[src/core/gp_pin_mux_consts.vh]
// Constants for the general-purpose pin function multiplexer
`ifndef GP_PIN_MUX_CONSTS_VH
`define GP_PIN_MUX_CONSTS_VH

// ****************************************
// Designation codes
// ****************************************
`define DES_GPIO           3'h0
`define DES_PRIMARY        3'h1
`define DES_ALT_A          3'h2
`define DES_ALT_B          3'h3
`define DES_ALT_C          3'h4

// ****************************************
// Per-pin setting byte fields
// ****************************************
`define SET_DES_LSB        0
`define SET_DES_MSB        2
`define SET_DIR_BIT        3
`define SET_OUTVAL_BIT     4
`define SET_RESET_VALUE    8'h11

// ****************************************
// Chip setting word zero fields
// ****************************************
`define CHIP_DAC_REF_LSB   0
`define CHIP_ADC_REF_LSB   2
`define CHIP_SUSPEND_INDICATOR_POL_BIT 4
`define CHIP_CFG_POL_BIT   5
`define CHIP_LED_POL_BIT   6
`define CHIP_RESET_VALUE   8'h00

// ****************************************
// Timing
// ****************************************
`define CLK_MHZ            100
`define LED_PULSE_US       5000
`define LED_PULSE_CYCLES   (`LED_PULSE_US * `CLK_MHZ)
`define RST_FILTER_NS      100
`define RST_FILTER_CYCLES  (`RST_FILTER_NS / 10)

// ****************************************
// Edge detector modes
// ****************************************
`define EDGE_NONE          2'h0
`define EDGE_RISE          2'h1
`define EDGE_FALL          2'h2
`define EDGE_BOTH          2'h3

`endif

[src/core/traffic_pulse.v]
// Retriggerable traffic pulse stretcher for one activity LED
`default_nettype none
module traffic_pulse #(
  parameter integer PULSE_CYCLES = 500000,
  parameter integer CW           = 20
) (
  // Clock and reset
  input  wire          ref_clk_in,
  input  wire          rst_b_in,
  // Event and state
  input  wire          event_in,
  output wire          active_out
);

  reg [CW-1:0] count;

  // A new event restarts the pulse so steady traffic keeps the lamp lit
  always @(posedge ref_clk_in or negedge rst_b_in) begin
    if (!rst_b_in) begin
      count <= {CW{1'b0}};
    end else if (event_in) begin
      count <= PULSE_CYCLES[CW-1:0]; // RL21
    end else if (count != {CW{1'b0}}) begin
      count <= count - {{(CW-1){1'b0}}, 1'b1};
    end
  end

  assign active_out = (count != {CW{1'b0}});

endmodule
`default_nettype wire

[src/core/gp_pin_function_mux.v]
// Function multiplexer for four general-purpose pins
// Function
// RL1 - Codes 000 GPIO, 001 dedicated function
// RL2 - Codes 010, 011, 100 select alternates
// RL3 - GPIO drives host value, returns sampled level
// RL4 - Suspend pin asserts in suspend, polarity configurable
// RL5 - Configured pin low until enumeration completes
// RL6 - Configured pin drops during suspend
// RL7 - Receive LED pulses on UART receive
// RL8 - Transmit LED pulses on UART transmit
// RL9 - Two-wire LED pulses on bus traffic
// RL10 - Pin1 drives divided clock, settable duty
// RL11 - Pin1 edge detector flags chosen edges
// RL12 - Pins1-3 route to converter channels
// RL13 - Pins2 and 3 share one DAC
// RL14 - Separate four-way references for ADC, DAC
// RL15 - Reset pin low resets, glitches filtered; code resets at once on any low pulse and filters only the release
// RL16 - Power-on pulse initializes the device
// RL17 - Load stored settings into working copy
// RL18 - Host reads/writes stored and working settings
// RL19 - Output value byte bit sets GPIO level
// RL20 - Unlisted code leaves pin high impedance
// RL21 - Retriggerable LED pulse from cycle count
`default_nettype none
`include "gp_pin_mux_consts.vh"
module gp_pin_function_mux #(
  parameter integer LED_PULSE_CYCLES = `LED_PULSE_CYCLES,
  parameter integer RST_FILTER       = `RST_FILTER_CYCLES,
  parameter integer CLKDIV_W         = 8
) (
  // Clock and resets
  input  wire          ref_clk_in,
  input  wire          rst_b_in,
  input  wire          por_pulse_in,
  // Nonvolatile store image
  input  wire [39:0]   nv_settings_in,
  // Host settings port
  input  wire          set_wr_in,
  input  wire          set_nv_in,
  input  wire [2:0]    set_addr_in,
  input  wire [7:0]    set_data_in,
  output reg  [7:0]    set_rdata_out,
  output reg  [39:0]   nv_settings_out,
  output reg           settings_ready_out,
  // Host GPIO control
  input  wire [3:0]    gpio_set_val_in,
  input  wire [3:0]    gpio_set_wr_in,
  output reg  [3:0]    gpio_level_out,
  // Clock output settings
  input  wire [CLKDIV_W-1:0] clk_div_in,
  input  wire [CLKDIV_W-1:0] clk_high_in,
  // Edge detector
  input  wire [1:0]    edge_mode_in,
  input  wire          edge_clear_in,
  output reg           edge_flag_out,
  // USB state and traffic events
  input  wire          usb_suspend_in,
  input  wire          usb_configured_in,
  input  wire          uart_rx_event_in,
  input  wire          uart_tx_event_in,
  input  wire          twowire_event_in,
  // Analog routing
  output reg  [2:0]    adc_channel_en_out,
  output reg  [1:0]    adc_reference_selector_out,
  output reg  [1:0]    dac_pin_en_out,
  output reg  [1:0]    dac_reference_selector_out,
  // Pins
  input  wire [3:0]    pin_in,
  output reg  [3:0]    pin_out,
  output reg  [3:0]    pin_oe_out
);

  // ****************************************
  // Reset filter and combined reset
  // ****************************************
  reg        rst_s1;
  reg        rst_s2;
  reg [7:0]  rst_cnt;
  reg        filt_rst_b;
  wire       core_rst_b = filt_rst_b & ~por_pulse_in; // RL16

  // Asynchronous assert, release only after a steady high run
  always @(posedge ref_clk_in or negedge rst_b_in) begin
    if (!rst_b_in) begin
      rst_s1     <= 1'b0;
      rst_s2     <= 1'b0;
      rst_cnt    <= 8'h00;
      filt_rst_b <= 1'b0;
    end else begin
      rst_s1 <= 1'b1;
      rst_s2 <= rst_s1;
      if (rst_s2 && rst_cnt != RST_FILTER[7:0]) begin
        rst_cnt <= rst_cnt + 8'h01;
      end
      filt_rst_b <= rst_s2 && (rst_cnt == RST_FILTER[7:0]); // RL15
    end
  end

  // ****************************************
  // Settings: working copy and stored copy
  // ****************************************
  reg [7:0] work [0:4];
  reg       loaded;
  integer   i;

  always @(posedge ref_clk_in or negedge core_rst_b) begin
    if (!core_rst_b) begin
      for (i = 0; i < 4; i = i + 1) begin
        work[i] <= `SET_RESET_VALUE;
      end
      work[4]            <= `CHIP_RESET_VALUE;
      loaded             <= 1'b0;
      nv_settings_out    <= {5{8'h00}};
      settings_ready_out <= 1'b0;
    end else begin
      if (!loaded) begin
        for (i = 0; i < 5; i = i + 1) begin
          work[i] <= nv_settings_in[i*8 +: 8]; // RL17
        end
        nv_settings_out    <= nv_settings_in;
        loaded             <= 1'b1;
        settings_ready_out <= 1'b1;
      end else if (set_wr_in && set_addr_in < 3'h5) begin
        if (set_nv_in) begin
          nv_settings_out[set_addr_in*8 +: 8] <= set_data_in; // RL18
        end else begin
          work[set_addr_in] <= set_data_in; // RL18
        end
      end
    end
  end

  always @(posedge ref_clk_in or negedge core_rst_b) begin
    if (!core_rst_b) begin
      set_rdata_out <= 8'h00;
    end else if (set_addr_in >= 3'h5) begin
      set_rdata_out <= 8'h00;
    end else if (set_nv_in) begin
      set_rdata_out <= nv_settings_out[set_addr_in*8 +: 8]; // RL18
    end else begin
      set_rdata_out <= work[set_addr_in];
    end
  end

  wire [7:0] chip = work[4];
  wire       suspend_indicator_pol = chip[`CHIP_SUSPEND_INDICATOR_POL_BIT];
  wire       cfg_pol   = chip[`CHIP_CFG_POL_BIT];
  wire       led_pol   = chip[`CHIP_LED_POL_BIT];

  // ****************************************
  // Pin input synchronisers
  // ****************************************
  reg [3:0] pin_s1;
  reg [3:0] pin_s2;
  reg [3:0] gp_val;

  always @(posedge ref_clk_in or negedge core_rst_b) begin
    if (!core_rst_b) begin
      pin_s1         <= 4'h0;
      pin_s2         <= 4'h0;
      gpio_level_out <= 4'h0;
    end else begin
      pin_s1         <= pin_in;
      pin_s2         <= pin_s1;
      gpio_level_out <= pin_s2; // RL3
    end
  end

  // Stored default wins over host writes until loaded; host writes apply once loaded
  generate
    genvar g;
    for (g = 0; g < 4; g = g + 1) begin : gp_value
      always @(posedge ref_clk_in or negedge core_rst_b) begin
        if (!core_rst_b) begin
          gp_val[g] <= 1'b1;
        end else if (!loaded) begin
          gp_val[g] <= nv_settings_in[g*8 + `SET_OUTVAL_BIT]; // RL19
        end else if (gpio_set_wr_in[g]) begin
          gp_val[g] <= gpio_set_val_in[g]; // RL3
        end
      end
    end
  endgenerate

  // ****************************************
  // Edge detector on pin1
  // ****************************************
  wire rise = pin_s2[1] & ~gpio_level_out[1];
  wire fall = ~pin_s2[1] & gpio_level_out[1];
  wire edge_hit = (work[1][2:0] == `DES_ALT_C) &&
                  ((rise && edge_mode_in[0]) || (fall && edge_mode_in[1])); // RL11

  // A detected edge wins over a clear in the same cycle
  always @(posedge ref_clk_in or negedge core_rst_b) begin
    if (!core_rst_b) begin
      edge_flag_out <= 1'b0;
    end else if (edge_hit) begin
      edge_flag_out <= 1'b1;
    end else if (edge_clear_in) begin
      edge_flag_out <= 1'b0;
    end
  end

  // ****************************************
  // Clock output divider
  // ****************************************
  reg [CLKDIV_W-1:0] div_cnt;
  reg                clk_div;

  // Period is clk_div_in+1 cycles, high for clk_high_in cycles
  always @(posedge ref_clk_in or negedge core_rst_b) begin
    if (!core_rst_b) begin
      div_cnt <= {CLKDIV_W{1'b0}};
      clk_div <= 1'b0;
    end else begin
      if (div_cnt >= clk_div_in) begin
        div_cnt <= {CLKDIV_W{1'b0}};
      end else begin
        div_cnt <= div_cnt + {{(CLKDIV_W-1){1'b0}}, 1'b1};
      end
      clk_div <= (div_cnt < clk_high_in); // RL10
    end
  end

  // ****************************************
  // Traffic LEDs
  // ****************************************
  wire rx_act;
  wire tx_act;
  wire tw_act;

  traffic_pulse #(.PULSE_CYCLES(LED_PULSE_CYCLES), .CW(20)) rx_traffic_led (
    .ref_clk_in (ref_clk_in),
    .rst_b_in   (core_rst_b),
    .event_in   (uart_rx_event_in), // RL7
    .active_out (rx_act)
  );
  traffic_pulse #(.PULSE_CYCLES(LED_PULSE_CYCLES), .CW(20)) tx_traffic_led (
    .ref_clk_in (ref_clk_in),
    .rst_b_in   (core_rst_b),
    .event_in   (uart_tx_event_in), // RL8
    .active_out (tx_act)
  );
  traffic_pulse #(.PULSE_CYCLES(LED_PULSE_CYCLES), .CW(20)) twowire_traffic_led (
    .ref_clk_in (ref_clk_in),
    .rst_b_in   (core_rst_b),
    .event_in   (twowire_event_in), // RL9
    .active_out (tw_act)
  );

  // ****************************************
  // Pin function selection
  // ****************************************
  // Polarity bit 0 means active low, the shipped default, except the configured pin, which is active high at 0
  wire suspend_indicator        = usb_suspend_in ? suspend_indicator_pol : ~suspend_indicator_pol; // RL4
  wire usb_configured_indicator = (usb_configured_in && !usb_suspend_in) ^ cfg_pol; // RL5 RL6
  wire rx_led = rx_act ? led_pol : ~led_pol;
  wire tx_led = tx_act ? led_pol : ~led_pol;
  wire tw_led = tw_act ? led_pol : ~led_pol;

  reg [3:0] next_out;
  reg [3:0] next_oe;
  reg [2:0] next_adc;
  reg [1:0] next_dac;
  reg [2:0] des;
  reg       gpio_oe;
  integer   p;

  always @* begin
    next_out = 4'h0;
    next_oe  = 4'h0;
    next_adc = 3'h0;
    next_dac = 2'h0;
    des      = 3'h0;
    gpio_oe  = 1'b0;
    for (p = 0; p < 4; p = p + 1) begin
      des     = work[p][`SET_DES_MSB:`SET_DES_LSB];
      gpio_oe = ~work[p][`SET_DIR_BIT];
      if (!loaded) begin
        des = 3'h7;
      end
      case (des)
        `DES_GPIO: begin
          next_out[p] = gp_val[p]; // RL1 RL3
          next_oe[p]  = gpio_oe;
        end
        `DES_PRIMARY: begin
          next_oe[p] = 1'b1; // RL1
          case (p)
            0: next_out[p] = suspend_indicator;
            1: next_out[p] = clk_div;
            2: next_out[p] = usb_configured_indicator;
            default: next_out[p] = tw_led;
          endcase
        end
        `DES_ALT_A: begin
          if (p == 0) begin
            next_out[p] = rx_led; // RL2
            next_oe[p]  = 1'b1;
          end else begin
            next_adc[p-1] = 1'b1; // RL12
          end
        end
        `DES_ALT_B: begin
          if (p == 1) begin
            next_out[p] = tx_led; // RL2
            next_oe[p]  = 1'b1;
          end else if (p >= 2) begin
            next_dac[p-2] = 1'b1; // RL13
          end
        end
        default: begin
          next_oe[p] = 1'b0; // RL20
        end
      endcase
    end
  end

  always @(posedge ref_clk_in or negedge core_rst_b) begin
    if (!core_rst_b) begin
      pin_out                    <= 4'h0;
      pin_oe_out                 <= 4'h0;
      adc_channel_en_out         <= 3'h0;
      dac_pin_en_out             <= 2'h0;
      adc_reference_selector_out <= 2'h0;
      dac_reference_selector_out <= 2'h0;
    end else begin
      pin_out                    <= next_out;
      pin_oe_out                 <= next_oe;
      adc_channel_en_out         <= next_adc;
      dac_pin_en_out             <= next_dac;
      adc_reference_selector_out <= chip[`CHIP_ADC_REF_LSB +: 2]; // RL14
      dac_reference_selector_out <= chip[`CHIP_DAC_REF_LSB +: 2]; // RL14
    end
  end

endmodule
`default_nettype wire

[config.mk]
export PLATFORM = sky130hd
export DESIGN_NAME = gp_pin_function_mux
export DESIGN_NICKNAME = d
export VERILOG_FILES = /design/src/core/traffic_pulse.v /design/src/core/gp_pin_function_mux.v
export VERILOG_INCLUDE_DIRS = /design/src /design/src/core
export SDC_FILE = /design/constraint.sdc
export NUM_CORES = 1
export LEC_CHECK = 0
export BUFFER_PORTS_ARGS = -buffer_cell sky130_fd_sc_hd__clkbuf_2
export CORE_MARGIN = 2
export CORE_UTILIZATION = 62
export CTS_CLUSTER_DIAMETER = 120
export DETAILED_ROUTE_END_ITERATION = 12
export GPL_TIMING_DRIVEN = 0
export PLACE_DENSITY_LB_ADDON = 0.15
export SETUP_SLACK_MARGIN = 0.3
export SYNTH_ARGS = -nofsm -noshare
export SYNTH_HDL_FRONTEND = slang
export SYNTH_SLANG_ARGS = --single-unit
[constraint.sdc]
create_clock -name ref_clk_in -period 39.7 [get_ports ref_clk_in]
set_clock_uncertainty 0.1 [all_clocks]
set_input_delay 1.985 -clock ref_clk_in [delete_from_list [all_inputs] [get_ports ref_clk_in]]
set_output_delay 1.985 -clock ref_clk_in [all_outputs]
set_load 0.1 [all_outputs]
=== Word level (Yosys, flattened, before mapping) ===
Index checks and enable logic that the tools add are counted.

* Bits of input ports: 92
* Register bits: 204

* Add/subtract/negate cells: 6
* Equal/unequal tests: 21
* Mux-type cells: 53
* $lt $le $gt $ge: 6
* Reduce and logical (&&, ||, !) cells: 25
* Bitwise gates (word level): 14
* Shift operators: 3

{| class="wikitable"
|+ Operator list
! cell !! number
|-
| 2-to-1 mux 40 bit || 6
|-
| 2-to-1 mux 20 bit || 6
|-
| bitwise mux 40 bit || 2
|-
| nonzero test 20 bit || 3
|-
| subtractor 20 x 1 -> 20 bit (second input constant) || 3
|-
| 2-to-1 mux 8 bit || 6
|-
| variable shift 8 x 34 -> 40 bit (first input constant) || 1
|-
| variable part select 40 x 7 -> 8 bit || 1
|-
| variable part select 8 x 34 -> 40 bit || 1
|-
| negation 6 -> 34 bit || 1
|-
| binary-select mux 8 bit (select 3 bit) || 1
|-
| demux 8 bit (select 3 bit) || 1
|-
| == test 3 x 2 -> 1 bit (second input constant) || 7
|-
| 2-to-1 mux 1 bit || 19
|-
| adder 8 x 1 -> 8 bit (second input constant) || 2
|-
| == test 3 x 1 -> 1 bit (second input constant) || 4
|-
| logical NOT 3 bit || 4
|-
| 2-to-1 mux 3 bit || 4
|-
| != test 2 bit (second input constant) || 6
|-
| one-hot mux 1 bit (2 select lines) || 6
|-
| inverter 1 bit || 9
|-
| == test 8 x 4 -> 1 bit (second input constant) || 1
|-
| >= comparator 8 bit || 1
|-
| logical AND 1 bit || 8
|-
| 17 further kinds || 25
|}

=== Depth between registers and ports, before layout ===
Gate-level depths: netlist of the first run.

* Word-level depth: 9
* Gate-level depth with buffers: 10

=== Modules after synthesis ===
From an unflattened synthesis of the first run, not the netlist that was laid out.

* Cells, all modules: 1035
* Area, all modules: 10926.7 µm²

{| class="wikitable"
|+ Modules (own cells, without submodules)
! module !! area an instance (µm²) !! times used !! cells an instance
|-
| gp_pin_function_mux || 7169.4 || 1 || 633
|-
| traffic_pulse || 1252.5 || 3 || 134
|}

=== Least setup slack after synthesis of the first run ===
OpenSTA, ideal clock, no wires.

* Path type: input port to flip-flop
* From: input set_addr_in[0]
* To: register nv_settings_out[16]
* Library setup time: 0.083 ns
* Stages: 9
* Slack: 35.503 ns
* Path buffers: 1
* Required time: 39.517 ns
* Data arrival time: 4.014 ns
* Cell sequence: buf_2 inv_1 ha_1 ha_1 and3_1 o211ai_1 nor4_1 a22oi_1 o21ai_0

* Cells in the longest elaborated chain, start to end: 6
* Elaborated cells on any way between the ends: 11
* Those cells by class: add/sub: 1; order compare: 1; eq/ne: 1; shift: 2; mux: 4; reduce/logical: 2

{| class="wikitable"
|+ Ends and longest elaborated chain
! element !! line !! source
|-
| from (decl) || gp_pin_function_mux.v:40 || <nowiki>input wire [2:0] set_addr_in,</nowiki>
|-
| negation 6 -> 34 bit || gp_pin_function_mux.v:125 || <nowiki>nv_settings_out[set_addr_in*8 +: 8] <= set_data_in;</nowiki>
|-
| variable part select 8 x 34 -> 40 bit or variable shift 8 x 34 -> 40 bit (tied branches) || gp_pin_function_mux.v:125 ||
|-
| bitwise mux 40 bit || gp_pin_function_mux.v:125 ||
|-
| 2-to-1 mux 40 bit || gp_pin_function_mux.v:124 || <nowiki>if (set_nv_in) begin</nowiki>
|-
| 2-to-1 mux 40 bit || gp_pin_function_mux.v:123 || <nowiki>end else if (set_wr_in && set_addr_in < 3'h5) begin</nowiki>
|-
| 2-to-1 mux 40 bit || gp_pin_function_mux.v:116 || <nowiki>if (!loaded) begin</nowiki>
|-
| to (signal assigned) || gp_pin_function_mux.v:113 || <nowiki>nv_settings_out <= {5{8'h00}};</nowiki>
|-
| to (signal assigned) || gp_pin_function_mux.v:120 || <nowiki>nv_settings_out <= nv_settings_in;</nowiki>
|-
| to (signal, indexed assignment) || gp_pin_function_mux.v:125 ||
|-
| to (decl) || gp_pin_function_mux.v:43 || <nowiki>output reg [39:0] nv_settings_out,</nowiki>
|}

Parallel ways exist; a longest one is shown, timed or not. The select of a mux whose other input is x is not followed.
A chain may end at the register's enable or synchronous reset.

=== Worst setup path in the final report of the first run ===
* From: input set_addr_in[0]
* To: register nv_settings_out[33]

The elaborated chain is that of the path after synthesis.

==> impl_metrics.toml, run 1 <==
[synthesis]
largest_area_contributor_in_the_synthesized_netlist = "dfrtp_1"
netlist_instances = 1052
ys_top_cells_by_area = "dfrtp_1, mux2i_1, nor2_1, ha_1, xor2_1"
syn_area_um2 = 10500
synth_ff_type = "dfrtp_1"
synthesis.yosys.warnings = 0
syn-mean-instance-area_um2 = 9.94
async_reset_ff_frac = 1.00
synth_edf_count = 0
synth.ff_latch_count = 204
yosys_top_cell_area_share = 0.460
share_of_the_yosys_chip_area_belonging_to_registers = 0.490
post_synth_num_cell_types = 70

[floorplanning]
initial_core_util = 0.633
dieWidth_um = 134
die-area_um2 = 17900
core_region_area_um2 = 16500
floorplan.rows = 47
ioPinCount = 163
die_h_um = 134

[power]
p_leak_nw = 5.90
totalPowerFinal_mw = 0.620
peakVddDrop_v = 0.0000396
power.density_cell_area_nw_per_um2 = 49.8

[sta]
grt_setup_unrepaired = "no"
hold_viol = 0
drv_slew = 0
clock_period_minus_worst_slack_ns = 4.57
setup_viol = 0
timing.max_slew.rel_slack = 0.182
finalCritPeriodShare = 0.115
setup_total_negative_slack_ns = 0
max_clock_freq_ghz = 0.219
worst_pin_slew_ns = 1.22

[setup_path]
worstSetupPathType = "input port to flip-flop"
critPathSlowestCell = "nor4_2"
startpoint = "set_addr_in[0]"
worst-path-max-fanout = 10
cp_common_cell = "ha_1"
critical_path.startpoint_type = "input port"
critPathCaptureType = "flip-flop"
cp.arrival_ns = 4.91
cp_cell_sequence = "clkbuf_2 -> buf_2 -> inv_1 -> ha_1 -> ha_1 -> and3_1 -> o21ai_0 -> nor4_2 -> nand3_1 -> a31oi_1"
worst_path_largest_cell_delay_ns = 0.85
worstPathRequired_ns = 40.04
startpoint_of_the_worst_slack_reg_to_reg_timing_path = "loaded$_DFF_PN0_"

[detailed_routing]
drt-wirelength-per-cell_um = 20.0
detailroute.via_count = 9017
drt_first_pass_iters = 5
drt_wl_total_mm = 29.5
routed_via_density = 6.12
detailroute.wirelength.met2_mm = 13.7
post-route-drc-count = 0
routed.top_layer = "met4"
m1WireLength_mm = 11.7
number_of_drc_markers_after_the_initial_detailed_route_iteration = 810
drtAntennaViolNets = 0
met3WireLength_mm = 2.65

[clocking]
cts_post_setup_buffers_inserted = 0
cts-htree-levels = 1
post_cts_resized = 0
tritoncts = "done"
hold_buffers = 0
clock_latency_ns = 0.52
cts_buffers = 23
ctsLongestPathBuffers = 3
sinks_on_the_clock_net = 204
ctsRootBufferMaster = "clkbuf_16"
clk_transition_reported_paths_ns = 0.06

[layout]
n_antenna_cell = 0
design_area_um2 = 12400
layout-area-overhead-vs-synth_pct = 18.9
layout.nets = 1359
drive_above_1_share = 0.191

[global_routing]
grt_antenna_before_repair = 0
grtUsageTotal = 0.334
grt_max_degree = 35
first_global_vias = 8860
global_route_wire_length_before_repair_mm = 46.6
residual_overflow_from_global_routing = 0

[placed_design]
finalWeightedCongestion = 0.947
post-dp-hpwl_mm = 21.0
detailed_place.area_um2 = 11600
port_buffers = 152

[hold_path]
hold_start = "pin_s1[3]$_DFF_PN0_"
hold_class = "flip-flop to flip-flop"

[run]
maxCapViolCount = 0

[run_status]
status = "completed"
[state kept, by name (all words and copies together), names as in the netlist, 3 cells and up]
name and count:
rst_cnt 8, twowire_traffic_led.count 20, work 32, rx_traffic_led.count 20, tx_traffic_led.count 20, pin_s2 4
adc_channel_en_out 3, pin_s1 4, div_cnt 8, nv_settings_out 40, chip 8, pin_oe_out 4
gpio_level_out 4, set_rdata_out 8, gp_val 4, pin_out 4
[worst paths after layout]
check	to	cells after the start	slack, ns
max	nv_settings_out[33]$_DFFE_PN0P_	10	35.13
min	pin_s2[3]$_DFF_PN0_	0	0.25
max reg2reg	work[32]$_DFFE_PN1P_	5	37.10
min reg2reg	pin_s2[3]$_DFF_PN0_	0	0.25
max in group asynchronous	work[8]$_DFFE_PN1P_	6	36.68
min in group asynchronous	gpio_level_out[2]$_DFF_PN0_	1	0.28
[cell type report]
cell class                      instances  area, um2
Tap cell                              220        275
Sequential cell                       204       5120
Multi-Input combinational cell        743       4950
Inverter                               52        195
Timing Repair Buffer                  159        893
Fill cell                            1212       4090
Clock buffer                           34        677
Buffer                                 54        209
Clock inverter                          7        116
[through the flow]
step                worst slack, ns  cells  hold WS (ns)   util
floorplan                     25.40   1053         0.231      -
global placement              21.03   1425         0.232  0.696
detailed placement            34.64   1432         0.237  0.704
CTS                           35.15   1473         0.250  0.752
global route                  34.88   1473         0.259  0.752
finish                        35.13   1473         0.248  0.752
[power by group]
part	internal, mW	switching [mW]
clock network	0.137	0.0854
logic	0.0430	0.0999
registers	0.231	0.0233
[worst max-delay path: cells and delay by family]
kind / cells / cell delay (ns)
AND/OR/NAND/NOR: 3 / 1.24
buffers and inverters: 3 / 0.68
adder cells (fa/ha/maj): 2 / 0.60
AO/OA/AOI/OAI: 2 / 0.41
[cells in the final DEF, fill, tap and decap left out, types with 7 or more instances in the layout]
cell type / count
dfrtp_1: 192
clkbuf_2: 152
nor2_1: 115
mux2i_1: 69
a21oi_1: 63
nand2_1: 54
inv_1: 52
clkbuf_1: 50
o21ai_0: 49
xor2_1: 37
nand3_1: 31
nor3_1: 30
ha_1: 30
nand2b_1: 24
clkbuf_16: 23
a22oi_1: 22
xnor2_1: 21
a31oi_1: 20
nor2b_1: 16
nand4_1: 15
dfstp_2: 12
and3_1: 11
nand4b_1: 10
a211oi_1: 9
o211ai_1: 8
nor4_1: 7
or3_1: 7
[synthesized netlist by cell type (all sizes together) (3+ instances only)]
cell type  instances
nor3              32
or4b               3
a211o              3
nand2             54
nand2b            24
dfstp             12
nor3b              5
nand4             15
a22oi             22
a21oi             63
nor4              14
xnor2             21
or3                7
nor2             115
o21a               4
or4                7
mux2               5
o21ai             50
nor2b             17
buf                9
and3              11
inv               52
a211oi             9
nand3b             6
ha                30
dfrtp            192
a2111oi            4
o211ai             8
mux2i             69
xor2              37
clkbuf            45
and2               5
or2                3
nor4b              3
a31oi             20
nand3             31
nand4b            10
o22ai              3
o21bai             6
[layer usage]
layer  vias to the layer above  global-route usage
li1                       4099                   -
met1                      4317               0.458
met2                       484               0.528
met3                       117              0.0540
met4                         0               0.151
met5                         -                   0
[cells by family (layout without fill, tap and decap cells)]
kind of cell             Yosys count  count (layout)  synth area share
XOR/XNOR                          58              58            0.0486
adder cells (fa/ha/maj)           30              30            0.0359
multiplexers                      75              75            0.0736
buffers and inverters            106             306            0.0387
flip-flops                       204             204             0.490
AO/OA/AOI/OAI                    211             211             0.124
other                              1               2          0.000359
AND/OR/NAND/NOR                  367             367             0.189
Note: power is estimated with default switching activity, not from simulation.
==> run 2: changes to the inputs <==
--- a/config.mk
+++ b/config.mk
@@ -8,7 +8,7 @@
 export LEC_CHECK = 0
 export BUFFER_PORTS_ARGS = -buffer_cell sky130_fd_sc_hd__clkbuf_2
 export CORE_MARGIN = 2
-export CORE_UTILIZATION = 62
+export CORE_UTILIZATION = 57
 export CTS_CLUSTER_DIAMETER = 120
 export DETAILED_ROUTE_END_ITERATION = 12
 export GPL_TIMING_DRIVEN = 0
==> constraint.sdc (replaced) <==
create_clock -name ref_clk_in -period 4.75 [get_ports ref_clk_in]
set_clock_uncertainty 0.1 [all_clocks]
set_input_delay 0.2375 -clock ref_clk_in [delete_from_list [all_inputs] [get_ports ref_clk_in]]
set_output_delay 0.2375 -clock ref_clk_in [all_outputs]
set_load 0.1 [all_outputs]
==> run 2 against run 1 <==
Register-to-register slack got worse by 35 ns. Power rose to 8.3 times the previous value. Largest cell class unchanged. Clock-buffer cell count fell by 2. Critical path type is now flip-flop to flip-flop. Die area up 8.5%. Largest power group unchanged. Sequential share of layout area is 1.7 points lower.
==> impl_metrics.toml, run 2 (same netlist as run 1, synthesis figures left out) <==
[run_status]
status = "completed"

[layout]
n_antenna_cell = 0
design_area_um2 = 13000
final_core_utilization = 0.722
largest_register_ff_count = 40
most_frequent_standard_cell_in_the_layout_excluding_fill_and_tap_cells = "dfrtp_1"
fill_cells = 1333
finish.cell_count_without_fillers = 1539
registers.top_by_ff_count = "nv_settings_out"
layout.nets = 1415
drive_above_1_share = 0.183
layout-area-overhead-vs-synth_pct = 24.0
mostFrequentLayoutCells = "dfrtp_1, clkbuf_2, nor2_1"
largest_registers = "nv_settings_out: 40 flops, work: 32 flops"

[placed_design]
post-dp-hpwl_mm = 20.8
port_buffers = 152
detailed_place.area_um2 = 11600
placed_cells_incl_taps = 1440
dpl_worst_slack_ns = 1.33
finalWeightedCongestion = 0.953

[clocking]
clock_latency_ns = 0.51
sinks_on_the_clock_net = 204
cts_buffers = 23
ctsLongestPathBuffers = 3
post_cts_resized = 0
ctsRootBufferMaster = "clkbuf_16"
clk_transition_reported_paths_ns = 0.06
tritoncts = "done"
cts-htree-levels = 1

[setup_path]
cp_cell_sequence = "clkbuf_1 -> clkbuf_1 -> clkbuf_1 -> a21oi_1 -> dlygate4sd3_1"
critPathSlowestCell = "dlygate4sd3_1"
worstSetupPathType = "flip-flop to flip-flop"
worst_path_largest_cell_delay_ns = 0.61
startpoint_of_the_worst_slack_reg_to_reg_timing_path = "loaded$_DFF_PN0_"
critical_path.startpoint_type = "flip-flop"
worstPathRequired_ns = 5.09
startpoint = "loaded$_DFF_PN0_"
cp_common_cell = "clkbuf_1"
critPathCaptureType = "flip-flop"
worst-path-max-fanout = 10
cp.arrival_ns = 3.29

[sta]
worst_pin_slew_ns = 1.32
setup_viol = 0
timing.max_slew.rel_slack = 0.111
setup_ws_ns = 1.80
clock_period_minus_worst_slack_ns = 2.95
grt_setup_unrepaired = "no"
finalCritPeriodShare = 0.621
max_clock_freq_ghz = 0.339
drv_slew = 0
hold_viol = 0

[global_routing]
residual_overflow_from_global_routing = 0
first_global_vias = 8736
grt_max_degree = 33
global_route_wire_length_before_repair_mm = 47.0
grt_antenna_before_repair = 0
grtUsageTotal = 0.304

[detailed_routing]
drt_wl_total_mm = 29.6
drt_first_pass_iters = 6
post-route-drc-count = 0
routed_via_density = 5.89
drtAntennaViolNets = 0
drt-wirelength-per-cell_um = 19.2
detailroute.via_count = 9058
number_of_drc_markers_after_the_initial_detailed_route_iteration = 745

[floorplanning]
die_h_um = 139
dieWidth_um = 139
initial_core_util = 0.582
core_region_area_um2 = 18000
floorplan.rows = 49
ioPinCount = 163
die-area_um2 = 19400

[hold_path]
hold_class = "input port to asynchronous set/reset pin"

[power]
totalPowerFinal_mw = 5.12
p_leak_nw = 6.12
peakVddDrop_v = 0.000359
power.density_cell_area_nw_per_um2 = 395

[run]
maxCapViolCount = 0
==> run 2: report_power, final <==
group / total (mW) / internal [mW] / switching, mW
sequential: 2.12 / 1.93 / 0.195
clock: 1.78 / 1.07 / 0.711
combinational: 1.22 / 0.391 / 0.833
total: 5.12 / 3.39 / 1.74
==> run 2: cell type report <==
cell class,count,area (um2),area share
flip-flops and latches,204,5120,0.395
multi-input cells,743,4950,0.382
repair buffers,215,1450,0.112
clock buffers,32,649,0.0501
well taps,229,287,0.0221
plain buffers,54,209,0.0161
inverters,52,195,0.0151
clock inverters,10,110,0.00849
==> run 2: final timing paths <==
kind                                          end  depth (start not counted)  slack (ns)
max                         gp_val[0]$_DFFE_PN1P_                          5        1.80
min                        rst_cnt[5]$_DFFE_PN0P_                          2        0.03
max reg2reg                 gp_val[0]$_DFFE_PN1P_                          5        1.80
min reg2reg                   pin_s2[3]$_DFF_PN0_                          0        0.24
max in group asynchronous    work[24]$_DFFE_PN1P_                          7        2.93
min in group ref_clk_in      work[13]$_DFFE_PN0P_                          3        0.03
==> run 2: stage by stage <==
step	TNS, ns	hold WS [ns]
floorplan	0	-0.158
global placement	-186.01	0.0227
detailed placement	0	0.0289
CTS	0	0.0138
global route	0	0.0263
finish	0	0.0274
==> run 2: timing repair <==
item,CTS,global route
hold endpoints to repair,114,0
hold buffers,56,0
buffers inserted,0,0
==> run 2: worst max-delay path: cells and delay by family, from the launching register on <==
| family | cells | cell delay, ns |
|---|---|---|
| flip-flops | 1 | 0.53 |
| AO/OA/AOI/OAI | 1 | 0.14 |
| buffers and inverters | 4 | 2.11 |
==> run 2: per-layer routing <==
layer | GRT usage | wire [um] | up-vias
met5 | 0 | 0 | -
met3 | 0.0475 | 2300 | 90
met1 | 0.425 | 12300 | 4347
met2 | 0.491 | 13900 | 417
li1 | - | - | 4204
met4 | 0.0994 | 1120 | 0
